**src/wdtw_pkg.sv**
```systemverilog
// shared constants and types for the windowed watchdog
package wdtw_pkg;
	// ****************************************
	// timing
	// ****************************************
	localparam int unsigned CLK_HZ     = 25_000_000;
	localparam int unsigned OSC_KHZ    = 32;
	localparam int unsigned OSC_DIV    = CLK_HZ / (OSC_KHZ * 1000);
	localparam int unsigned PRE_SHORT  = 32;
	localparam int unsigned PRE_LONG   = 128;
	localparam int unsigned BASE_SHORT_MS = 1;
	localparam int unsigned BASE_LONG_MS  = 4;
	localparam int unsigned CNT_W      = 23;
	localparam int unsigned DIV_W      = 16;

	// ****************************************
	// register map
	// ****************************************
	localparam logic [3:0]  ADDR_W      = 4'h4;
	localparam logic [31:0] OFS_RSTCTL  = 32'h0000_0000;
	localparam logic [31:0] OFS_CFG     = 32'h0000_0004;
	localparam logic [31:0] OFS_COUNT   = 32'h0000_0008;
	localparam int unsigned BIT_IDLE    = 2;
	localparam int unsigned BIT_SLEEP   = 3;
	localparam int unsigned BIT_TO      = 4;
	localparam int unsigned BIT_SWEN    = 5;
	localparam int unsigned CFG_POST_LO = 0;
	localparam int unsigned CFG_POST_HI = 3;
	localparam int unsigned CFG_PRESEL  = 4;
	localparam int unsigned CFG_WINDOW_DISABLE_BIT  = 6;
	localparam int unsigned CFG_FUSEEN  = 7;
	localparam logic [7:0]  CFG_RESET   = 8'h4f;
	localparam logic [1:0]  RESP_OKAY   = 2'h0;
	localparam logic [1:0]  RESP_SLVERR = 2'h2;

	typedef enum logic [1:0] {
		WDTW_RUN,
		WDTW_SLEEP,
		WDTW_IDLE
	} wdtw_mode_t;
endpackage

```
**src/wdtw_axil.sv**
```systemverilog
// axi4-lite slave front end: registered answers, one access each way
`timescale 1ns/1ns
module wdtw_axil (
	input  wire logic                        i_mclk,
	input  wire logic                        i_resetn,
	input  wire logic [wdtw_pkg::ADDR_W-1:0] i_awaddr,
	input  wire logic                        i_awvalid,
	output logic                             o_awready,
	input  wire logic [31:0]                 i_wdata,
	input  wire logic [3:0]                  i_wstrb,
	input  wire logic                        i_wvalid,
	output logic                             o_wready,
	output logic [1:0]                       o_bresp,
	output logic                             o_bvalid,
	input  wire logic                        i_bready,
	input  wire logic [wdtw_pkg::ADDR_W-1:0] i_araddr,
	input  wire logic                        i_arvalid,
	output logic                             o_arready,
	output logic [31:0]                      o_rdata,
	output logic [1:0]                       o_rresp,
	output logic                             o_rvalid,
	input  wire logic                        i_rready,
	output logic                             o_wr_en,
	output logic [wdtw_pkg::ADDR_W-1:0]      o_wr_addr,
	output logic [31:0]                      o_wr_data,
	output logic [3:0]                       o_wr_strb,
	input  wire logic                        i_wr_err,
	output logic [wdtw_pkg::ADDR_W-1:0]      o_rd_addr,
	input  wire logic [31:0]                 i_rd_data,
	input  wire logic                        i_rd_err
);
	logic aw_have_q;
	logic w_have_q;

	wire aw_hs   = i_awvalid && o_awready;
	wire w_hs    = i_wvalid && o_wready;
	wire ar_hs   = i_arvalid && o_arready;
	wire do_wr   = aw_have_q && w_have_q && !o_bvalid;

	assign o_wr_en   = do_wr;
	assign o_rd_addr = i_araddr;

	always_ff @(posedge i_mclk) begin
		if (!i_resetn) begin
			aw_have_q <= 1'b0;
			w_have_q  <= 1'b0;
			o_awready <= 1'b1;
			o_wready  <= 1'b1;
			o_wr_addr <= '0;
			o_wr_data <= '0;
			o_wr_strb <= '0;
			o_bvalid  <= 1'b0;
			o_bresp   <= wdtw_pkg::RESP_OKAY;
		end else begin
			if (aw_hs) begin
				o_wr_addr <= i_awaddr;
				aw_have_q <= 1'b1;
				o_awready <= 1'b0;
			end
			if (w_hs) begin
				o_wr_data <= i_wdata;
				o_wr_strb <= i_wstrb;
				w_have_q  <= 1'b1;
				o_wready  <= 1'b0;
			end
			if (do_wr) begin
				o_bvalid  <= 1'b1;
				o_bresp   <= i_wr_err ? wdtw_pkg::RESP_SLVERR : wdtw_pkg::RESP_OKAY;
				aw_have_q <= 1'b0;
				w_have_q  <= 1'b0;
			end
			if (o_bvalid && i_bready) begin
				o_bvalid  <= 1'b0;
				o_awready <= 1'b1;
				o_wready  <= 1'b1;
			end
		end
	end

	always_ff @(posedge i_mclk) begin
		if (!i_resetn) begin
			o_arready <= 1'b1;
			o_rvalid  <= 1'b0;
			o_rdata   <= '0;
			o_rresp   <= wdtw_pkg::RESP_OKAY;
		end else if (ar_hs) begin
			o_arready <= 1'b0;
			o_rvalid  <= 1'b1;
			o_rdata   <= i_rd_data;
			o_rresp   <= i_rd_err ? wdtw_pkg::RESP_SLVERR : wdtw_pkg::RESP_OKAY;
		end else if (o_rvalid && i_rready) begin
			o_rvalid  <= 1'b0;
			o_arready <= 1'b1;
		end
	end
endmodule

```
**src/wdtw_osc_tick.sv**
```systemverilog
// low-power oscillator tick: one-cycle enable at the nominal rate
`timescale 1ns/1ns
module wdtw_osc_tick #(
	parameter int unsigned DIV = wdtw_pkg::OSC_DIV
) (
	input  wire logic i_mclk,
	input  wire logic i_resetn,
	input  wire logic i_run,
	output logic      o_tick
);
	localparam logic [wdtw_pkg::DIV_W-1:0] LAST = wdtw_pkg::DIV_W'(DIV - 1);

	logic [wdtw_pkg::DIV_W-1:0] cnt_q;
	wire                        wrap = (cnt_q == LAST);

	always_ff @(posedge i_mclk) begin
		if (!i_resetn || !i_run) begin
			cnt_q  <= '0;
			o_tick <= 1'b0;
		end else begin
			cnt_q  <= wrap ? '0 : cnt_q + 1'b1;
			o_tick <= wrap;
		end
	end
endmodule

```
**src/wdtw_top.sv**
```systemverilog
// windowed watchdog timer with prescaler, postscaler and register front end
//
// Behaviour
// - counter ticks from 32 kHz low-power oscillator
// - enabling watchdog also enables its oscillator
// - prescaler divides by 32 or 128
// - select bit one means 128, zero 32
// - base period 1 ms or 4 ms
// - 4-bit postscale field picks sixteen ratios
// - field 1111 selects ratio 1:32768
// - completed clock switch zeroes all counts
// - power-save instruction zeroes all counts
// - leaving sleep or idle zeroes counts
// - clear instruction in normal run zeroes counts
// - enabled watchdog keeps counting in sleep, idle
// - time-out in low power wakes, no reset
// - time-out flag set, held until software clears
// - fuse enable forces watchdog on always
// - otherwise runs only while soft enable set
// - every device reset clears soft enable
// - early clear in window mode resets device
//
// The implementer's own choices: the AXI4-Lite register port and the register addresses.
`timescale 1ns/1ns
module wdtw_top #(
	parameter int unsigned OSC_DIV = wdtw_pkg::OSC_DIV
) (
	input  wire logic                        i_mclk,
	input  wire logic                        i_resetn,
	input  wire logic                        i_dev_reset,
	input  wire logic                        i_clear_watchdog_instr,
	input  wire logic                        i_power_save_sleep,
	input  wire logic                        i_power_save_idle,
	input  wire logic                        i_exit_low_power,
	input  wire logic                        i_clk_switch_done,
	output logic                             o_wdt_reset,
	output logic                             o_wake,
	output logic                             o_low_power_rc_osc_en,
	input  wire logic [wdtw_pkg::ADDR_W-1:0] i_awaddr,
	input  wire logic                        i_awvalid,
	output logic                             o_awready,
	input  wire logic [31:0]                 i_wdata,
	input  wire logic [3:0]                  i_wstrb,
	input  wire logic                        i_wvalid,
	output logic                             o_wready,
	output logic [1:0]                       o_bresp,
	output logic                             o_bvalid,
	input  wire logic                        i_bready,
	input  wire logic [wdtw_pkg::ADDR_W-1:0] i_araddr,
	input  wire logic                        i_arvalid,
	output logic                             o_arready,
	output logic [31:0]                      o_rdata,
	output logic [1:0]                       o_rresp,
	output logic                             o_rvalid,
	input  wire logic                        i_rready
);
	// ****************************************
	// helpers
	// ****************************************
	// period in oscillator ticks: prescale times two to the field
	function automatic logic [wdtw_pkg::CNT_W-1:0] period_of(input logic [7:0] cfg);
		logic [wdtw_pkg::CNT_W-1:0] pre;
		pre = cfg[wdtw_pkg::CFG_PRESEL] ? wdtw_pkg::CNT_W'(wdtw_pkg::PRE_LONG)
		                                : wdtw_pkg::CNT_W'(wdtw_pkg::PRE_SHORT);
		return pre << cfg[wdtw_pkg::CFG_POST_HI:wdtw_pkg::CFG_POST_LO];
	endfunction

	function automatic logic addr_is(input logic [wdtw_pkg::ADDR_W-1:0] a,
	                                 input logic [31:0] ofs);
		return a == ofs[wdtw_pkg::ADDR_W-1:0];
	endfunction

	// ****************************************
	// state
	// ****************************************
	logic [7:0]                 cfg_q;
	logic                       soft_en_q;
	logic                       flag_to_q;
	logic                       stat_sleep_q;
	logic                       stat_idle_q;
	wdtw_pkg::wdtw_mode_t       mode_q;
	wdtw_pkg::wdtw_mode_t       mode_d;
	logic [wdtw_pkg::CNT_W-1:0] elapsed_q;
	logic                       tick;

	logic                        wr_en;
	logic [wdtw_pkg::ADDR_W-1:0] wr_addr;
	logic [31:0]                 wr_data;
	logic [3:0]                  wr_strb;
	logic [wdtw_pkg::ADDR_W-1:0] rd_addr;

	// ****************************************
	// oscillator and counting
	// ****************************************
	wire wdt_en = cfg_q[wdtw_pkg::CFG_FUSEEN] | soft_en_q;

	wdtw_osc_tick #(
		.DIV (OSC_DIV)
	) u_osc (
		.i_mclk   (i_mclk),
		.i_resetn (i_resetn),
		.i_run    (o_low_power_rc_osc_en),
		.o_tick   (tick)
	);

	wire                        running   = (mode_q == wdtw_pkg::WDTW_RUN);
	wire [wdtw_pkg::CNT_W-1:0]  period    = period_of(cfg_q);
	wire [wdtw_pkg::CNT_W-1:0]  win_open  = period - (period >> 2);
	wire                        timeout   = wdt_en && tick && (elapsed_q + 1'b1 == period);
	wire                        clr_instr = i_clear_watchdog_instr && running;
	wire                        early     = clr_instr && wdt_en
	                                        && !cfg_q[wdtw_pkg::CFG_WINDOW_DISABLE_BIT]
	                                        && (elapsed_q < win_open);
	wire                        rst_d     = (timeout && running) || early;
	wire                        wake_d    = timeout && !running;
	wire                        dev_rst   = i_dev_reset || o_wdt_reset;
	wire                        clr_cnt   = dev_rst || i_clk_switch_done
	                                        || i_power_save_sleep || i_power_save_idle
	                                        || i_exit_low_power
	                                        || clr_instr || !wdt_en;

	always_ff @(posedge i_mclk) begin
		if (!i_resetn) begin
			elapsed_q <= '0;
		end else if (clr_cnt) begin
			elapsed_q <= '0;
		end else if (tick && wdt_en) begin
			elapsed_q <= timeout ? '0 : elapsed_q + 1'b1;
		end
	end

	// ****************************************
	// power mode tracking
	// ****************************************
	always_comb begin
		mode_d = mode_q;
		unique case (mode_q)
			wdtw_pkg::WDTW_RUN: begin
				if (i_power_save_sleep)
					mode_d = wdtw_pkg::WDTW_SLEEP;
				else if (i_power_save_idle)
					mode_d = wdtw_pkg::WDTW_IDLE;
			end
			wdtw_pkg::WDTW_SLEEP,
			wdtw_pkg::WDTW_IDLE: begin
				if (i_exit_low_power || dev_rst)
					mode_d = wdtw_pkg::WDTW_RUN;
			end
			default: mode_d = wdtw_pkg::WDTW_RUN;
		endcase
	end

	// ****************************************
	// registers and outputs
	// ****************************************
	wire wr_rc  = wr_en && wr_strb[0] && addr_is(wr_addr, wdtw_pkg::OFS_RSTCTL);
	wire wr_cfg = wr_en && wr_strb[0] && addr_is(wr_addr, wdtw_pkg::OFS_CFG);
	wire wr_err = !(addr_is(wr_addr, wdtw_pkg::OFS_RSTCTL)
	                || addr_is(wr_addr, wdtw_pkg::OFS_CFG)
	                || addr_is(wr_addr, wdtw_pkg::OFS_COUNT));
	wire rd_rc  = addr_is(rd_addr, wdtw_pkg::OFS_RSTCTL);
	wire rd_cfg = addr_is(rd_addr, wdtw_pkg::OFS_CFG);
	wire rd_cnt = addr_is(rd_addr, wdtw_pkg::OFS_COUNT);
	wire rd_err = !(rd_rc || rd_cfg || rd_cnt);

	wire [31:0] rc_word = (32'(soft_en_q)    << wdtw_pkg::BIT_SWEN)
	                    | (32'(flag_to_q)    << wdtw_pkg::BIT_TO)
	                    | (32'(stat_sleep_q) << wdtw_pkg::BIT_SLEEP)
	                    | (32'(stat_idle_q)  << wdtw_pkg::BIT_IDLE);
	wire [31:0] rd_data = rd_rc  ? rc_word
	                    : rd_cfg ? 32'(cfg_q)
	                    : rd_cnt ? 32'(elapsed_q)
	                    : 32'h0000_0000;

	// software writes zero to clear status; a same-cycle set wins
	wire to_d    = rst_d || wake_d
	               || (flag_to_q && !(wr_rc && !wr_data[wdtw_pkg::BIT_TO]));
	wire sleep_d = i_power_save_sleep
	               || (stat_sleep_q && !(wr_rc && !wr_data[wdtw_pkg::BIT_SLEEP]));
	wire idle_d  = i_power_save_idle
	               || (stat_idle_q && !(wr_rc && !wr_data[wdtw_pkg::BIT_IDLE]));
	wire swen_d  = dev_rst ? 1'b0
	             : wr_rc   ? wr_data[wdtw_pkg::BIT_SWEN]
	             : soft_en_q;

	// ****************************************
	// configuration and soft enable
	// ****************************************
	always_ff @(posedge i_mclk) begin
		if (!i_resetn) begin
			cfg_q <= wdtw_pkg::CFG_RESET;
		end else if (wr_cfg) begin
			cfg_q <= wr_data[7:0];
		end
	end

	always_ff @(posedge i_mclk) begin
		if (!i_resetn) begin
			soft_en_q <= 1'b0;
		end else begin
			soft_en_q <= swen_d;
		end
	end

	// ****************************************
	// status flags
	// ****************************************
	always_ff @(posedge i_mclk) begin
		if (!i_resetn) begin
			flag_to_q <= 1'b0;
		end else begin
			flag_to_q <= to_d;
		end
	end

	always_ff @(posedge i_mclk) begin
		if (!i_resetn) begin
			stat_sleep_q <= 1'b0;
		end else begin
			stat_sleep_q <= sleep_d;
		end
	end

	always_ff @(posedge i_mclk) begin
		if (!i_resetn) begin
			stat_idle_q <= 1'b0;
		end else begin
			stat_idle_q <= idle_d;
		end
	end

	// ****************************************
	// power mode
	// ****************************************
	always_ff @(posedge i_mclk) begin
		if (!i_resetn) begin
			mode_q <= wdtw_pkg::WDTW_RUN;
		end else begin
			mode_q <= mode_d;
		end
	end

	// ****************************************
	// time-out outputs and oscillator enable
	// ****************************************
	always_ff @(posedge i_mclk) begin
		if (!i_resetn) begin
			o_wdt_reset <= 1'b0;
		end else begin
			o_wdt_reset <= rst_d;
		end
	end

	always_ff @(posedge i_mclk) begin
		if (!i_resetn) begin
			o_wake <= 1'b0;
		end else begin
			o_wake <= wake_d;
		end
	end

	always_ff @(posedge i_mclk) begin
		if (!i_resetn) begin
			o_low_power_rc_osc_en <= 1'b0;
		end else begin
			o_low_power_rc_osc_en <= wdt_en;
		end
	end

	// ****************************************
	// bus slave
	// ****************************************
	wdtw_axil u_bus (
		.i_mclk    (i_mclk),
		.i_resetn  (i_resetn),
		.i_awaddr  (i_awaddr),
		.i_awvalid (i_awvalid),
		.o_awready (o_awready),
		.i_wdata   (i_wdata),
		.i_wstrb   (i_wstrb),
		.i_wvalid  (i_wvalid),
		.o_wready  (o_wready),
		.o_bresp   (o_bresp),
		.o_bvalid  (o_bvalid),
		.i_bready  (i_bready),
		.i_araddr  (i_araddr),
		.i_arvalid (i_arvalid),
		.o_arready (o_arready),
		.o_rdata   (o_rdata),
		.o_rresp   (o_rresp),
		.o_rvalid  (o_rvalid),
		.i_rready  (i_rready),
		.o_wr_en   (wr_en),
		.o_wr_addr (wr_addr),
		.o_wr_data (wr_data),
		.o_wr_strb (wr_strb),
		.i_wr_err  (wr_err),
		.o_rd_addr (rd_addr),
		.i_rd_data (rd_data),
		.i_rd_err  (rd_err)
	);
endmodule
```
**config.mk**
```make
export PLATFORM = sky130hd
export DESIGN_NAME = wdtw_top
export DESIGN_NICKNAME = d
export VERILOG_FILES = /design/src/wdtw_pkg.sv /design/src/wdtw_axil.sv /design/src/wdtw_osc_tick.sv /design/src/wdtw_top.sv
export SDC_FILE = /design/constraint.sdc
export NUM_CORES = 1
export LEC_CHECK = 0
export ABC_AREA = 1
export BUFFER_PORTS_ARGS = -buffer_cell sky130_fd_sc_hd__buf_2
export CORE_UTILIZATION = 45
export DETAILED_ROUTE_END_ITERATION = 16
export SLEW_MARGIN = 20
export SYNTH_ARGS = -nofsm -noshare
export SYNTH_HDL_FRONTEND = slang
export SYNTH_HIERARCHICAL = 1
export SYNTH_SLANG_ARGS = --single-unit
```
**constraint.sdc**
```tcl
create_clock -name i_mclk -period 4.73 [get_ports i_mclk]
set_clock_uncertainty 0.1 [all_clocks]
set_input_delay 0.946 -clock i_mclk [delete_from_list [all_inputs] [get_ports i_mclk]]
set_output_delay 0.946 -clock i_mclk [all_outputs]
set_load 0.03 [all_outputs]
```
Word-level counts from Yosys, hierarchy flattened
Cells that the tools add are included.
W data, S select, Z words.

word-level totals
  flip-flop bits (word level) = 113
  bits of input ports = 57
  output and inout port bits = 44
  logic and storage cells = 125

cells by class
  $add $sub $neg = 3
  order comparisons = 1
  equal/unequal tests = 10
  shifts and indexed selects = 1
  muxes and demuxes = 15
  bitwise gates (word level) = 5
  reduce and logical (&&, ||, !) cells = 65

operator list
  cell                     count
  $mux W23                 4
  $logic_and A1 B1 Y1      24
  $add A23 B1 Y23 const B  1
  $eq A23 B23 Y1           1
  $lt A23 B23 Y1           1
  $shl A8 B4 Y23           1
  $sub A23 B21 Y23         1
  $logic_or A1 B1 Y1       18
  $add A16 B1 Y16 const B  1
  $eq A16 B10 Y1 const B   1
  $logic_not A1 Y1         12
  $reduce_or A2 Y1         6
  $mux W2                  5
  $eq A4 B3 Y1 const B     2
  $eq A4 B4 Y1 const B     2
  $logic_not A4 Y1         2
  $mux W8                  1
  $or A6 B3 Y6             1
  $or A6 B4 Y6             1
  $or A6 B5 Y6             1
  $mux W1                  4
  $pmux W2 S2              1
  $ne A3 B3 Y1 const B     1
  $eq A2 B1 Y1 const B     1
  other kinds (7)          7

Logic depth before layout (Yosys ltp)
  depth after elaboration = 8
  depth in mapped cells = 29
  depth with buffers taken out = 29

Cells and area by module
Netlist, hierarchy kept.

by module, submodules not included
  module         times used  cells each  area an instance (um^2)  seq. area each (um^2)
  wdtw_top       1           761         4594.4                   800.8
  wdtw_axil      1           362         2876.5                   1621.6
  wdtw_osc_tick  1           131         880.8                    340.3

Worst setup path before layout
Ideal clock, no wire load.

  path type = register -> register
  start = register cfg_q[3]
  end = register flag_to_q
  library setup time = 0.109 ns
  arrival time = 3.520 ns
  required time = 4.521 ns
  slack = 1.002 ns
  cell stages (with the launch flop) = 27
  path buffers = 2
  period minus slack after synthesis = 3.728 ns
  cells stage by stage = dfxtp_1 buf_4 inv_1 buf_2 nand2_1 inv_1 ha_1 a21oi_1 nand2_1 a21oi_1 inv_1 nand2_1 nand2_1 a21boi_0 o21ai_0 nand2_1 nand2_1 xor2_1 ha_1 nand3_1 nor3_1 nand4_1 o21bai_1 nand4_1 nand3_1 nand2_1 inv_1

on the way
  cells in the longest elaborated chain, start to end = 7
  elaborated cells between the ends (all ways) = 11
  classes of those cells = 1 x add/sub; 1 x order compare; 1 x eq/ne; 1 x shift; 7 x reduce/logical

ends and longest elaborated chain
  what                                                          line                              source
  start, declared                                               wdtw_top.sv:76                    logic [7:0] cfg_q;
  start signal, assigned                                        wdtw_top.sv:191                   cfg_q <= wdtw_pkg::CFG_RESET;
  start signal, assigned                                        wdtw_top.sv:193                   cfg_q <= wr_data[7:0];
  $shl A8 B4 Y23 *                                              wdtw_top.sv:65                    return pre << cfg[wdtw_pkg::CFG_POST_HI:wdtw_pkg::CFG_POST_LO];
  $sub A23 B21 Y23 / $eq A23 B23 Y1 (equally long branches)     wdtw_top.sv:108, wdtw_top.sv:109
  $lt A23 B23 Y1 / $logic_and A1 B1 Y1 (equally long branches)  wdtw_top.sv:113, wdtw_top.sv:109
  $logic_and A1 B1 Y1, on equally long branches                 wdtw_top.sv:113, wdtw_top.sv:114
  $logic_or A1 B1 Y1                                            wdtw_top.sv:114                   wire rst_d = (timeout && running) || early;
  $logic_or A1 B1 Y1 *                                          wdtw_top.sv:176                   wire to_d = rst_d || wake_d
  $logic_or A1 B1 Y1 *                                          wdtw_top.sv:177                   || (flag_to_q && !(wr_rc && !wr_data[wdtw_pkg::BIT_TO]));
  end signal, assigned                                          wdtw_top.sv:212                   flag_to_q <= to_d;
  end, declared                                                 wdtw_top.sv:78                    logic flag_to_q;

Mark *: on every way between the ends. The rest lies on a longest branch, timed or not.
A chain may end at the register's enable or synchronous reset.

Worst setup path in the final report
Ends and elaborated chain as after synthesis.

==> impl_metrics.yaml <==
outcome:
  status: "complete, no violations"
clocking:
  clk_pin_slew_ps: 80
  cts_buffer_depth: 2
  clock_latency_ps: 360
  htreeDepth: 3
  clock-sinks: 111
  cts_setup_buffers: 0
  clockRootBuffer: "clkbuf_16"
  cts_tree: "done"
  cts_made_buffers: 9
pwr:
  sw_frac_of_total_pct: 27.43
  comb_power_share_pct: 10.5
  p_switching_mw: 0.5522
  p_int_mw: 1.461
  p_clk_share_pct: 40.0
  p_per_area_mw_per_mm2: 243.4
  vdd_drop_max_uv: 235.8
  p_leak_nw: 3.722
  seq_power_share_pct: 49.5
  power_mw: 2.013
floorplan:
  num_io_pins: 101
  initial_core_util_pct: 46.47
  rows: 46
  dieArea_sq_mm: 0.01710
  die_w_um: 130.8
  core-area_sq_mm: 0.01606
  die_y_um: 130.8
timing:
  grt_setup_unrepaired: "no"
  max_freq_mhz: 230.3
  relSlewSlack_pct: 29.69
  timing.final.crit_share_pct: 91.78
  setup_violations: 0
  fin_crit_ps: 4341
  fin_ws_ps: 388.7
  finalMaxSlewViolations: 0
  final.setup.tns_ps: 0
  hold_violations: 0
  tightest_slew_ps: 1053
worst_setup_path:
  critPathLaunchType: "flop"
  worst_ep_required_time_ps: 4940
  worstPathArrival_ps: 4550
  crit_path_max_fanout: 13
  worstSetupPathType: "reg -> reg"
  cp-end-kind: "flop"
detailed_routing:
  drt_iter0_drc: 478
  routed_via_density: 5.099
  ant_nets: 0
  wl_um: 20610
  first_pass_iters: 5
  via_count: 7281
  post_drt_wl_per_cell_um: 14.43
  drcViolationCount: 0
grt:
  grt_first_pass_wirelength_um: 33070
  grtUsageTotal_pct: 25.08
  grt_pass1_vias: 6620
  grt_overflow: 0
  antenna_found_initial: 0
  grt_start_max_net_pins: 59
min_path:
  hold_path.class: "reg -> reg"
synthesis:
  avgSynthCellArea_sq_um: 6.517
  syn_inst: 1145
  yosysWarnings: 6
  syn_area_sq_mm: 0.007462
final_layout:
  area_growth_pct: 10.85
  drive_gt1_share_pct: 14.19
  antennaDiodeCount: 0
  fin_nets: 1306
placed_design:
  place_hpwl_um: 16160
  place_congestion: 0.9535
  dp_slack_ps: 261.1
  port_buffers: 71
run:
  maxCapViolCount: 0
worst max-delay path, stage by stage (launching register included):
cell      delay (ps)
dfxtp_1          540
inv_1            100
buf_4            200
nand3_1          170
inv_1            100
ha_1             360
a21oi_1          200
o21ai_0          150
a21oi_1          140
nand2_1          100
a21boi_0         240
o21ai_0          180
nand2_1           90
nand2_1           60
xor2_1           140
ha_1             280
nand2_1           70
inv_1             30
o21ai_0          140
nand2_1           70
a21oi_1          280
nand4_1          260
nand3_1          150
nand2_1           50
inv_1             60
state kept, by name, summed over array words and instances (netlist names), 2 cells and up:
register / cells
cfg_q: 8
elapsed_q: 23
mode_q: 2
u_bus/o_rdata: 32
u_bus/o_wr_addr: 4
u_bus/o_wr_data: 8
u_osc/cnt_q: 16
what timing repair did:
action,CTS,global route
hold buffers,0,0
gates resized for setup,0,4
endpoints found under the setup margin,0,2
power groups by stage:
stage / Sequential, mW / Clock [mW] / Combinational, mW
after floorplan: 1.07 / 0 / 0.114
after global placement: 1.02 / 0 / 0.212
after detailed placement: 1.02 / 0 / 0.213
after CTS: 0.996 / 0.833 / 0.214
after global routing: 1.00 / 0.865 / 0.240
final: 0.996 / 0.806 / 0.212
area by class of cell:
class | count | area, sq um
clock inverters | 7 | 87.58
repair buffers | 81 | 430.4
clock buffers | 9 | 225.2
inverters | 129 | 489.2
flip-flops and latches | 111 | 2223
multi-input cells | 875 | 4546
fillers | 1674 | 7786
well taps | 216 | 270.3
worst paths after layout:
kind	cells after the start	end	slack, ps	start
worst min register to register	2	mode_q[1]$_SDFFE_PN0P_	360	mode_q[1]$_SDFFE_PN0P_
worst max-delay path	24	flag_to_q$_SDFF_PN0_	390	cfg_q[3]$_SDFFE_PN1P_
worst max register to register	24	flag_to_q$_SDFF_PN0_	390	cfg_q[3]$_SDFFE_PN1P_
worst min-delay path	2	mode_q[1]$_SDFFE_PN0P_	360	mode_q[1]$_SDFFE_PN0P_
metrics by stage:
step,cell area (sq um),std cells,hold WS [ps],util [%]
5_1_grt,8272,1428,387.8,51.51
2_1_floorplan,7496,1154,329.1,-
3_5_place_dp,7949,1412,355.3,49.50
3_3_place_gp,7949,1412,348.9,49.50
4_1_cts,8262,1428,367.5,51.45
6_report,8272,1428,363.9,51.51
routing by layer:
metal / global-route usage (%) / vias up / share of wire, %
met5: 0 / - / 0
met4: 8.587 / 0 / 2.6
met3: 3.990 / 35 / 4.9
met2: 41.95 / 191 / 45
met1: 32.70 / 3250 / 47
li1: - / 3805 / -
cell usage in the layout, fill, tap and decap left out, types with 2 or more instances in the layout:
master	instances
nand2_1	253
nor2_1	209
inv_1	122
dfxtp_1	110
o21ai_0	75
nand3_1	72
buf_2	71
a21oi_1	58
ha_1	42
nand4_1	22
nand3_2	17
nand2_2	15
xor2_1	14
a21oi_2	14
conb_1	11
xnor2_1	10
buf_4	10
clkbuf_16	9
nor2_2	8
nor2_4	7
o21ai_1	6
nor3_1	6
inv_2	4
o221ai_1	4
a21o_1	4
nor4_1	3
nand2_4	3
o22ai_1	2
nor3b_1	2
a31oi_1	2
a21boi_0	2
clkinv_1	2
o21ai_2	2
a211oi_1	2
inv_6	2
No activity file was read; power rests on OpenSTA's default activity.
